==> config.mk <==
export PLATFORM = sky130hd
export DESIGN_NAME = ckg_top
export DESIGN_NICKNAME = d
export VERILOG_FILES = /design/src/ckg_pkg.sv /design/src/ckg_top.sv /design/src/ckg_clk_div.sv
export VERILOG_INCLUDE_DIRS = /design/src
export SDC_FILE = /design/constraint.sdc
export NUM_CORES = 1
export LEC_CHECK = 0
export CAP_MARGIN = 20
export CORE_ASPECT_RATIO = 1.2
export CORE_MARGIN = 1
export CORE_UTILIZATION = 56
export CTS_CLUSTER_DIAMETER = 60
export DETAILED_ROUTE_END_ITERATION = 16
export DONT_BUFFER_PORTS = 1
export PLACE_DENSITY = 0.71
export SYNTH_ARGS = -nofsm -noshare
export SYNTH_HDL_FRONTEND = slang
export SYNTH_SLANG_ARGS = --single-unit
export TNS_END_PERCENT = 5
==> constraint.sdc <==
create_clock -name ref_clk -period 5 [get_ports ref_clk]
set_clock_uncertainty 0.15 [all_clocks]
set_input_delay 1 -clock ref_clk [delete_from_list [all_inputs] [get_ports ref_clk]]
set_output_delay 1 -clock ref_clk [all_outputs]
set_load 0.02 [all_outputs]
==> src/ckg_params.svh <==
// Purpose: Constants of the clock generation unit: offsets, fields, resets
// Assumes: Byte addresses on a 32-bit Avalon-MM slave, one word per register
// Notes: Ratios are kept in half units so that the x2.5 step stays integral
`ifndef CKG_PARAMS_SVH
`define CKG_PARAMS_SVH

// Reference clock rate, for information in derived counts
`define CKG_REF_CLK_MHZ 50

// Register byte offsets
`define CKG_PIN_CONFIG_OFS 4'h0
`define CKG_CHIP_CONFIG_OFS 4'h4
`define CKG_FEEDBACK_DATA_OFS 4'h8

// Pin configuration fields
`define CKG_PIN_CONFIG_REGISTER_EXT_EN_BIT 0
`define CKG_PIN_CONFIG_REGISTER_SD_EN_LSB 4
`define CKG_PIN_CONFIG_REGISTER_EXT_EN_RST 1'h1
`define CKG_PIN_CONFIG_REGISTER_SD_EN_RST 4'hf

// Chip configuration fields (read only)
`define CKG_CHIP_CONFIG_REGISTER_CORE_LSB 0
`define CKG_CHIP_CONFIG_REGISTER_EXT_LSB 3
`define CKG_CHIP_CONFIG_REGISTER_LOCK_BIT 8

// Core ratios in half units, indexed by strap code
`define CKG_CORE_HHH 6'd4
`define CKG_CORE_HHL 6'd5
`define CKG_CORE_HLH 6'd6
`define CKG_CORE_HLL 6'd8
`define CKG_CORE_LHH 6'd16
`define CKG_CORE_LHL 6'd20
`define CKG_CORE_LLH 6'd24
`define CKG_CORE_LLL 6'd32

// Bus ratios in half units, by strap bit 2
`define CKG_BUS_X4 6'd8
`define CKG_BUS_X1 6'd2

// External bus clock divisors, by strap code
`define CKG_EXT_DIV_LL 3'd4
`define CKG_EXT_DIV_LH 3'd3
`define CKG_EXT_DIV_HL 3'd2
`define CKG_EXT_DIV_HH 3'd1

// Peripheral bus divisor from the bus clock
`define CKG_PERI_DIV 3'd2

// Least master period, in reference cycles, that the synthesiser accepts
`define CKG_MIN_MASTER_PERIOD 16'd33

`endif

==> src/ckg_pkg.sv <==
// Purpose: Types shared by the clock generation unit
// Assumes: Constants live in ckg_params.svh
// Notes: Packed structs carry signals that travel together
package ckg_pkg;

  // Boot strap levels as sampled from the address pins
  typedef struct packed {
    logic [1:0] ext_bus_clock_ratio;
    logic [2:0] core_ratio_select;
  } ckg_strap_s;

  // Internal clocks handed to the rest of the chip
  typedef struct packed {
    logic core_clock;
    logic system_bus_clock;
    logic peripheral_bus_clock;
  } ckg_clk_s;

  typedef logic [5:0] ckg_halves_t;

endpackage : ckg_pkg

==> src/ckg_top.sv <==
// Purpose: Clock generation unit with strap-selected ratios and gating
// Assumes: ref_clk is the fast synthesis reference of the main PLL
// Notes: Output clocks are numerically synthesised square waves on ref_clk;
//   edges carry up to one ref_clk period of jitter, so ref_clk must be many
//   times faster than the fastest generated clock.
`timescale 1ns/1ps
`include "ckg_params.svh"
module ckg_top #(
  parameter int PER_W = 16,
  parameter int DATA_W = 32
) (
  input wire logic ref_clk,
  input wire logic rstn,
  input wire logic ce,
  input wire logic master_in_clock,
  input wire ckg_pkg::ckg_strap_s strap_pins,
  input wire logic [3:0] avs_address,
  input wire logic avs_read,
  input wire logic avs_write,
  input wire logic [31:0] avs_writedata,
  input wire logic [3:0] avs_byteenable,
  output logic [31:0] avs_readdata,
  output logic avs_waitrequest,
  output ckg_pkg::ckg_clk_s int_clocks,
  output logic ext_bus_clock_out,
  output logic ext_bus_clock_oe,
  output logic [3:0] sdram_clock_out,
  input wire logic sdram_feedback_clock,
  input wire logic [DATA_W-1:0] sdram_read_data,
  output logic [DATA_W-1:0] sdram_latched_data,
  output logic sdram_latched_valid,
  output logic pll_locked
);
  import ckg_pkg::*;

  // Pin synchronisers: stage 1 feeds only stage 2
  logic [2:0] mclk_sync_q;
  ckg_strap_s strap_s1_q, strap_s2_q;
  logic [2:0] fb_sync_q;
  logic [DATA_W-1:0] rd_s1_q, rd_s2_q, rd_s3_q;

  always_ff @(posedge ref_clk or negedge rstn) begin
    if (!rstn) begin
      mclk_sync_q <= '0;
    end else if (ce) begin
      mclk_sync_q <= {mclk_sync_q[1:0], master_in_clock};
    end
  end

  // Strap stages keep sampling during reset, so the pin levels are
  // already in stage 2 when reset lifts; a reset here would capture zero
  always_ff @(posedge ref_clk) begin
    if (ce) begin
      strap_s1_q <= strap_pins;
      strap_s2_q <= strap_s1_q;
    end
  end

  // Strap capture once
  // Taken on the first enabled edge after release, then frozen
  ckg_strap_s strap_q;
  logic strap_done_q;
  always_ff @(posedge ref_clk or negedge rstn) begin
    if (!rstn) begin
      strap_q <= '0;
      strap_done_q <= 1'b0;
    end else if (ce && !strap_done_q) begin
      strap_q <= strap_s2_q;
      strap_done_q <= 1'b1;
    end
  end

  // Core ratio table
  // LHH is printed twice; the x10 entry is taken as LHL
  function automatic ckg_halves_t core_halves(input logic [2:0] code);
    ckg_halves_t h;
    h = `CKG_CORE_LLL;
    unique case (code)
      3'b111: h = `CKG_CORE_HHH;
      3'b110: h = `CKG_CORE_HHL;
      3'b101: h = `CKG_CORE_HLH;
      3'b100: h = `CKG_CORE_HLL;
      3'b011: h = `CKG_CORE_LHH;
      3'b010: h = `CKG_CORE_LHL;
      3'b001: h = `CKG_CORE_LLH;
      3'b000: h = `CKG_CORE_LLL;
    endcase
    return h;
  endfunction : core_halves

  function automatic logic [2:0] ext_div(input logic [1:0] code);
    logic [2:0] d;
    d = `CKG_EXT_DIV_LL;
    unique case (code)
      2'b00: d = `CKG_EXT_DIV_LL;
      2'b01: d = `CKG_EXT_DIV_LH;
      2'b10: d = `CKG_EXT_DIV_HL;
      2'b11: d = `CKG_EXT_DIV_HH;
    endcase
    return d;
  endfunction : ext_div

  ckg_halves_t core_inc, bus_inc;
  logic [2:0] ext_divisor;
  assign core_inc = core_halves(strap_q.core_ratio_select);
  assign bus_inc = strap_q.core_ratio_select[2] ? `CKG_BUS_X1 : `CKG_BUS_X4;
  assign ext_divisor = ext_div(strap_q.ext_bus_clock_ratio);

  // Master period measurement: the frequency-lock part of the main PLL
  logic mclk_rise;
  logic [PER_W-1:0] cnt_q, period_q, prev_period_q;
  logic lock_q;
  assign mclk_rise = mclk_sync_q[1] & ~mclk_sync_q[2];

  always_ff @(posedge ref_clk or negedge rstn) begin
    if (!rstn) begin
      cnt_q <= '0;
      period_q <= '0;
      prev_period_q <= '0;
      lock_q <= 1'b0;
    end else if (ce) begin
      if (mclk_rise) begin
        cnt_q <= '0;
        period_q <= cnt_q + 1'b1;
        prev_period_q <= period_q;
        // Lock needs two equal periods, long enough for a x16 core
        lock_q <= (cnt_q + 1'b1 == period_q) &&
                  (period_q >= `CKG_MIN_MASTER_PERIOD) && strap_done_q;
      end else if (cnt_q != {PER_W{1'b1}}) begin
        cnt_q <= cnt_q + 1'b1;
      end else begin
        lock_q <= 1'b0;  // Master clock lost
      end
    end
  end

  // Phase accumulator step: adds inc, wraps at period, flags the wrap
  function automatic logic [PER_W:0] nco_step(input logic [PER_W-1:0] acc,
                                              input ckg_halves_t inc,
                                              input logic [PER_W-1:0] per);
    logic [PER_W:0] sum;
    sum = {1'b0, acc} + {{(PER_W-5){1'b0}}, inc};
    if (sum >= {1'b0, per}) begin
      sum = sum - {1'b0, per};
      return {1'b1, sum[PER_W-1:0]};
    end
    return {1'b0, sum[PER_W-1:0]};
  endfunction : nco_step

  logic [PER_W:0] core_step, bus_step;
  logic [PER_W-1:0] core_acc_q, bus_acc_q;
  logic core_q, bus_q;
  logic bus_evt;
  assign core_step = nco_step(core_acc_q, core_inc, period_q);
  assign bus_step = nco_step(bus_acc_q, bus_inc, period_q);
  assign bus_evt = lock_q & bus_step[PER_W];

  always_ff @(posedge ref_clk or negedge rstn) begin
    if (!rstn) begin
      core_acc_q <= '0;
      core_q <= 1'b0;
    end else if (ce) begin
      if (!lock_q) begin
        core_acc_q <= '0;
        core_q <= 1'b0;
      end else begin
        core_acc_q <= core_step[PER_W-1:0];
        if (core_step[PER_W]) begin
          core_q <= ~core_q;
        end
      end
    end
  end

  always_ff @(posedge ref_clk or negedge rstn) begin
    if (!rstn) begin
      bus_acc_q <= '0;
      bus_q <= 1'b0;
    end else if (ce) begin
      if (!lock_q) begin
        bus_acc_q <= '0;
        bus_q <= 1'b0;
      end else begin
        bus_acc_q <= bus_step[PER_W-1:0];
        if (bus_step[PER_W]) begin
          bus_q <= ~bus_q;
        end
      end
    end
  end

  logic peri_clk;
  ckg_clk_div #(.CNT_W(3)) u_peri_div (
    .ref_clk(ref_clk),
    .rstn(rstn),
    .ce(ce),
    .run(lock_q),
    .toggle_evt(bus_evt & ~bus_q),
    .div(`CKG_PERI_DIV / 3'd2),
    .clk_out(peri_clk)
  );

  logic ext_clk;
  ckg_clk_div #(.CNT_W(3)) u_ext_div (
    .ref_clk(ref_clk),
    .rstn(rstn),
    .ce(ce),
    .run(lock_q),
    .toggle_evt(bus_evt),
    .div(ext_divisor),
    .clk_out(ext_clk)
  );

  // Register file state
  logic ext_en_q;
  logic [3:0] sd_en_q;
  logic ack_q;
  logic [31:0] rdata_q;
  logic [DATA_W-1:0] fb_data_q;
  logic fb_valid_q;

  // Bus handshake: one wait cycle, then the answer for one cycle
  assign avs_waitrequest = (avs_read | avs_write) & ~ack_q;
  assign avs_readdata = rdata_q;

  always_ff @(posedge ref_clk or negedge rstn) begin
    if (!rstn) begin
      ack_q <= 1'b0;
    end else if (ce) begin
      ack_q <= (avs_read | avs_write) & ~ack_q;
    end
  end

  // Read mux; unmapped offsets read as zero
  always_ff @(posedge ref_clk or negedge rstn) begin
    if (!rstn) begin
      rdata_q <= '0;
    end else if (ce && avs_read && !ack_q) begin
      rdata_q <= '0;
      unique case (avs_address)
        `CKG_PIN_CONFIG_OFS: begin
          rdata_q[`CKG_PIN_CONFIG_REGISTER_EXT_EN_BIT] <= ext_en_q;
          rdata_q[`CKG_PIN_CONFIG_REGISTER_SD_EN_LSB +: 4] <= sd_en_q;
        end
        `CKG_CHIP_CONFIG_OFS: begin
          rdata_q[`CKG_CHIP_CONFIG_REGISTER_CORE_LSB +: 3] <= strap_q.core_ratio_select;
          rdata_q[`CKG_CHIP_CONFIG_REGISTER_EXT_LSB +: 2] <= strap_q.ext_bus_clock_ratio;
          rdata_q[`CKG_CHIP_CONFIG_REGISTER_LOCK_BIT] <= lock_q;
        end
        `CKG_FEEDBACK_DATA_OFS: rdata_q[DATA_W-1:0] <= fb_data_q;
        default: rdata_q <= '0;
      endcase
    end
  end

  // Enable bits written
  // Writes land on the acknowledge edge; byte 0 holds every field
  always_ff @(posedge ref_clk or negedge rstn) begin
    if (!rstn) begin
      ext_en_q <= `CKG_PIN_CONFIG_REGISTER_EXT_EN_RST;
      sd_en_q <= `CKG_PIN_CONFIG_REGISTER_SD_EN_RST;
    end else if (ce && avs_write && ack_q && avs_byteenable[0] &&
                 avs_address == `CKG_PIN_CONFIG_OFS) begin
      ext_en_q <= avs_writedata[`CKG_PIN_CONFIG_REGISTER_EXT_EN_BIT];
      sd_en_q <= avs_writedata[`CKG_PIN_CONFIG_REGISTER_SD_EN_LSB +: 4];
    end
  end

  // Per-bit SDRAM gating
  // Enables are adopted only while the bus clock is low so no pulse is cut
  logic [3:0] sd_gate_q;
  always_ff @(posedge ref_clk or negedge rstn) begin
    if (!rstn) begin
      sd_gate_q <= '0;
    end else if (ce && !bus_q && !bus_evt) begin
      sd_gate_q <= sd_en_q;
    end
  end

  logic [3:0] sd_out_q;
  always_ff @(posedge ref_clk or negedge rstn) begin
    if (!rstn) begin
      sd_out_q <= '0;
    end else if (ce) begin
      sd_out_q <= {4{bus_q}} & sd_gate_q;
    end
  end
  assign sdram_clock_out = sd_out_q;

  // External clock drive enable
  // The pad stops driving when the enable is clear
  logic ext_out_q, ext_oe_q;
  always_ff @(posedge ref_clk or negedge rstn) begin
    if (!rstn) begin
      ext_out_q <= 1'b0;
      ext_oe_q <= 1'b0;
    end else if (ce) begin
      ext_out_q <= ext_clk & ext_en_q;
      ext_oe_q <= ext_en_q;
    end
  end
  assign ext_bus_clock_out = ext_out_q;
  assign ext_bus_clock_oe = ext_oe_q;

  // Internal clocks registered to align with the pad outputs
  ckg_clk_s clk_q;
  always_ff @(posedge ref_clk or negedge rstn) begin
    if (!rstn) begin
      clk_q <= '0;
    end else if (ce) begin
      clk_q.core_clock <= core_q;
      clk_q.system_bus_clock <= bus_q;
      clk_q.peripheral_bus_clock <= peri_clk;
    end
  end
  assign int_clocks = clk_q;
  assign pll_locked = lock_q;

  // Feedback clock and read data synchronisers
  // Data gets one extra stage so it lines up with the edge detector
  always_ff @(posedge ref_clk or negedge rstn) begin
    if (!rstn) begin
      fb_sync_q <= '0;
      rd_s1_q <= '0;
      rd_s2_q <= '0;
      rd_s3_q <= '0;
    end else if (ce) begin
      fb_sync_q <= {fb_sync_q[1:0], sdram_feedback_clock};
      rd_s1_q <= sdram_read_data;
      rd_s2_q <= rd_s1_q;
      rd_s3_q <= rd_s2_q;
    end
  end

  // Latch on feedback edge
  // Data are taken as they stood at the rising feedback edge
  always_ff @(posedge ref_clk or negedge rstn) begin
    if (!rstn) begin
      fb_data_q <= '0;
      fb_valid_q <= 1'b0;
    end else if (ce) begin
      fb_valid_q <= fb_sync_q[1] & ~fb_sync_q[2];
      if (fb_sync_q[1] & ~fb_sync_q[2]) begin
        fb_data_q <= rd_s3_q;
      end
    end
  end
  assign sdram_latched_data = fb_data_q;
  assign sdram_latched_valid = fb_valid_q;

endmodule : ckg_top

==> src/ckg_clk_div.sv <==
// Purpose: Divides a stream of toggle events into a slower square wave
// Assumes: One event per half period of the source clock
// Notes: Counting half periods gives a 50 percent duty for odd divisors
`timescale 1ns/1ps
module ckg_clk_div #(
  parameter int CNT_W = 3
) (
  input wire logic ref_clk,
  input wire logic rstn,
  input wire logic ce,
  input wire logic run,
  input wire logic toggle_evt,
  input wire logic [CNT_W-1:0] div,
  output logic clk_out
);

  logic [CNT_W-1:0] cnt_q;
  logic out_q;

  // Toggle once every div source half periods
  always_ff @(posedge ref_clk or negedge rstn) begin
    if (!rstn) begin
      cnt_q <= '0;
      out_q <= 1'b0;
    end else if (ce) begin
      if (!run) begin
        cnt_q <= '0;
        out_q <= 1'b0;
      end else if (toggle_evt) begin
        if (cnt_q + 1'b1 >= div) begin
          cnt_q <= '0;
          out_q <= ~out_q;
        end else begin
          cnt_q <= cnt_q + 1'b1;
        end
      end
    end
  end

  assign clk_out = out_q;

endmodule : ckg_clk_div

==> impl_metrics.ini <==
[timing]
fin_tns_setup_ns = 0
post-route-period-util_pct = 91.0
setup_viol = 0
fmax_mhz = 220
worstMarginPinSlew_ns = 1.05
relSlewSlack_pct = 29.8
fin_crit_ns = 4.55
hold_viol = 0
rsz0062_at_grt = false
slew_violations = 0

[global_routing]
antenna_found_initial = 0
overflow = 0
grt_pass1_wl_um = 50600
grt_pass1_vias = 9902
grt_usage_pct = 24.0
grt_start_max_net_pins = 242

[route]
vias = 9872
antenna_left = 0
wl_um = 30600
via_per_inst = 6.02
drcViolationCount = 0
drt_iter0_markers = 506
dr.pass1.iters = 5
routedWlPerCell_um = 18.7

[synth]
ys_ff_latch = 277
synthTopCellsByCount = dfrtp_1 (262), mux2_2 (155), nand2_1 (127), o21ai_0 (99), inv_1 (53)
yosysTopAreaCell = dfrtp_1
synth-edff-count = 10
synthFlopType = dfrtp_1
syn_nets = 1448
yosysTopAreaCellShare_pct = 45.9
synthMostInstantiatedCell = dfrtp_1
synth.area.top_cells = dfrtp_1 (46%), mux2_2 (12%), ha_1 (4.3%)
yosys_warnings = 0
synth_area_mm2 = 0.0143
syn-instance-count = 1312
syn_area_per_cell_um2 = 10.9
yosysSeqAreaShare_pct = 48.9
yosysUniqueCellTypes = 82
synthArstFlopShare_pct = 96.4

[setup_path]
cp-startpoint = strap_q[2]
worstSetupPathType = reg2reg
rr_startpoint = strap_q[2]
rrSetupSlack_ns = 0.45
cp.arrival_ns = 4.83
worstRegToRegCells = 19
required_ns = 5.28
start_kind = flop
r2r-end = core_acc_q[8]
worstPathMaxFanout = 10
end_kind = flop
endpoint = core_acc_q[8]

[finish]
multi_input_comb_area_mm2 = 0.00683
layout.cells.non_filler = 1640
syn2layout_area_growth_pct = 9.36
drive_above_1_share_pct = 18.9
regArea_mm2 = 0.00699
final_area_mm2 = 0.0156
num_antenna_cells = 0
finalNetCount = 1430
fillers = 2038

[clock_network]
cts-root-buf = clkbuf_16
numCtsBuffers = 28
cts_tree = built
clk_path_buf_depth = 3
clk_latency_ns = 0.54
cts.clk_slew.worst_paths_ns = 0.06
cts_sinks = 277
htreeDepth = 1

[floorplanning]
fp-row-count = 63
die_width_um = 148
die_h_um = 177
dieArea_mm2 = 0.0261
ios = 160
start_util_pct = 57.3
coreArea_mm2 = 0.0249

[placement]
gpl.final_weighted_congestion = 0.900
dp_hpwl_um = 20600
dpl_cell_area_mm2 = 0.0145
placed_cells = 1583
portBuffers = 0

[job]
cap_violations = 0

[power_and_ir_drop]
power.leakage_nw = 6.73
p_per_area_mw_per_mm2 = 410
ir_drop_uv = 352

[outcome]
status = completed

[worst_hold_path]
min_path_type = in2async
[flip-flops by register name, indices dropped and copies added (netlist names), 3 cells and up]
register and count:
int_clocks 3, fb_sync_q 3, period_q 16, rd_s2_q 32, rd_s3_q 32, u_peri_div.cnt_q 3
strap_s2_q 5, cnt_q 16, mclk_sync_q 3, sdram_clock_out 4, u_ext_div.cnt_q 3, strap_s1_q 5
sd_en_q 4, avs_readdata 32, sdram_latched_data 32, sd_gate_q 4, core_acc_q 16, rd_s1_q 32
bus_acc_q 16, strap_q 5
[worst min path at each step]
stage             startpoint          endpoint  depth (start not counted)
2_1_floorplan  strap_s1_q[0]     strap_s2_q[0]                          0
3_3_place_gp   strap_s1_q[1]     strap_s2_q[1]                          0
3_5_place_dp   strap_s1_q[0]     strap_s2_q[0]                          0
4_1_cts                 rstn       period_q[5]                          0
5_1_grt                 rstn  avs_readdata[25]                          0
6_report                rstn       rd_s2_q[29]                          0
[critical path, cell delays in order (launching register included)]
cell and delay (ns):
dfrtp_2 0.38, inv_1 0.10, nor3b_1 0.22, ha_1 0.23, inv_1 0.07, fa_1 0.40, nor2b_1 0.17, o31a_1 0.19
o311a_4 0.23, nand3_1 0.13, xnor2_2 0.17, ha_1 0.36, a21oi_1 0.17, o21bai_1 0.08, a21oi_1 0.18, o21ai_0 0.17
o21a_1 0.29, buf_4 0.20, or4_1 0.46, o311ai_1 0.09
[metal layers]
layer	global-route usage (%)	vias up	routed length (um)
met4	6.44	0	732
met3	5.28	52	1820
li1	-	4712	-
met2	40.5	211	14800
met1	31.4	4897	13200
met5	0	-	0
[stage by stage]
step	power (mW)	setup slack, ns	hold slack (ns)	utilization (%)
6_report	6.40	0.448	0.0320	62.7
5_1_grt	6.70	0.0985	0.00463	62.7
4_1_cts	6.45	0.212	0.00329	62.4
3_5_place_dp	4.14	0.269	0.260	58.3
3_3_place_gp	4.10	0.281	0.252	58.3
2_1_floorplan	3.84	0.582	0.250	-
[logic make-up after synthesis]
logic type,Yosys count,synth area share (%)
XOR/XNOR,72,4.51
flip-flops,277,48.9
buffers and inverters,122,3.33
adder cells (fa/ha/maj),52,4.71
AO/OA/AOI/OAI,275,13.2
multiplexers,167,13.1
AND/OR/NAND/NOR,347,12.3
[layout make-up]
cell class | count | area share, %
Timing Repair Buffer | 20 | 1.13
Clock buffer | 37 | 4.97
Inverter | 54 | 1.30
Tap cell | 325 | 2.60
Sequential cell | 277 | 44.8
Clock inverter | 14 | 1.53
Multi-Input combinational cell | 913 | 43.7
[power breakdown]
part           switching [mW]  internal, mW
clock                   0.876          1.40
combinational           0.543         0.528
sequential              0.479          2.57
total                    1.90          4.50
[repair_timing]
action / in CTS / in global routing
hold buffers: 1 / 1
endpoints found under the setup margin: 0 / 16
hold endpoints to repair: 27 / 2
gates resized for setup: 0 / 2
setup buffers: 0 / 2
[placed cells by master (no fill, tap or decap), types with 23 or more instances in the layout]
| cell type | count |
|---|---|
| inv_1 | 53 |
| ha_1 | 49 |
| dfrtp_1 | 261 |
| o21ai_0 | 99 |
| clkbuf_16 | 29 |
| a21oi_1 | 28 |
| xor2_1 | 23 |
| nand3_1 | 33 |
| nor2_1 | 47 |
| nand2_1 | 127 |
| mux2_2 | 155 |
| xnor2_1 | 47 |
No activity file was read; power rests on OpenSTA's default activity.
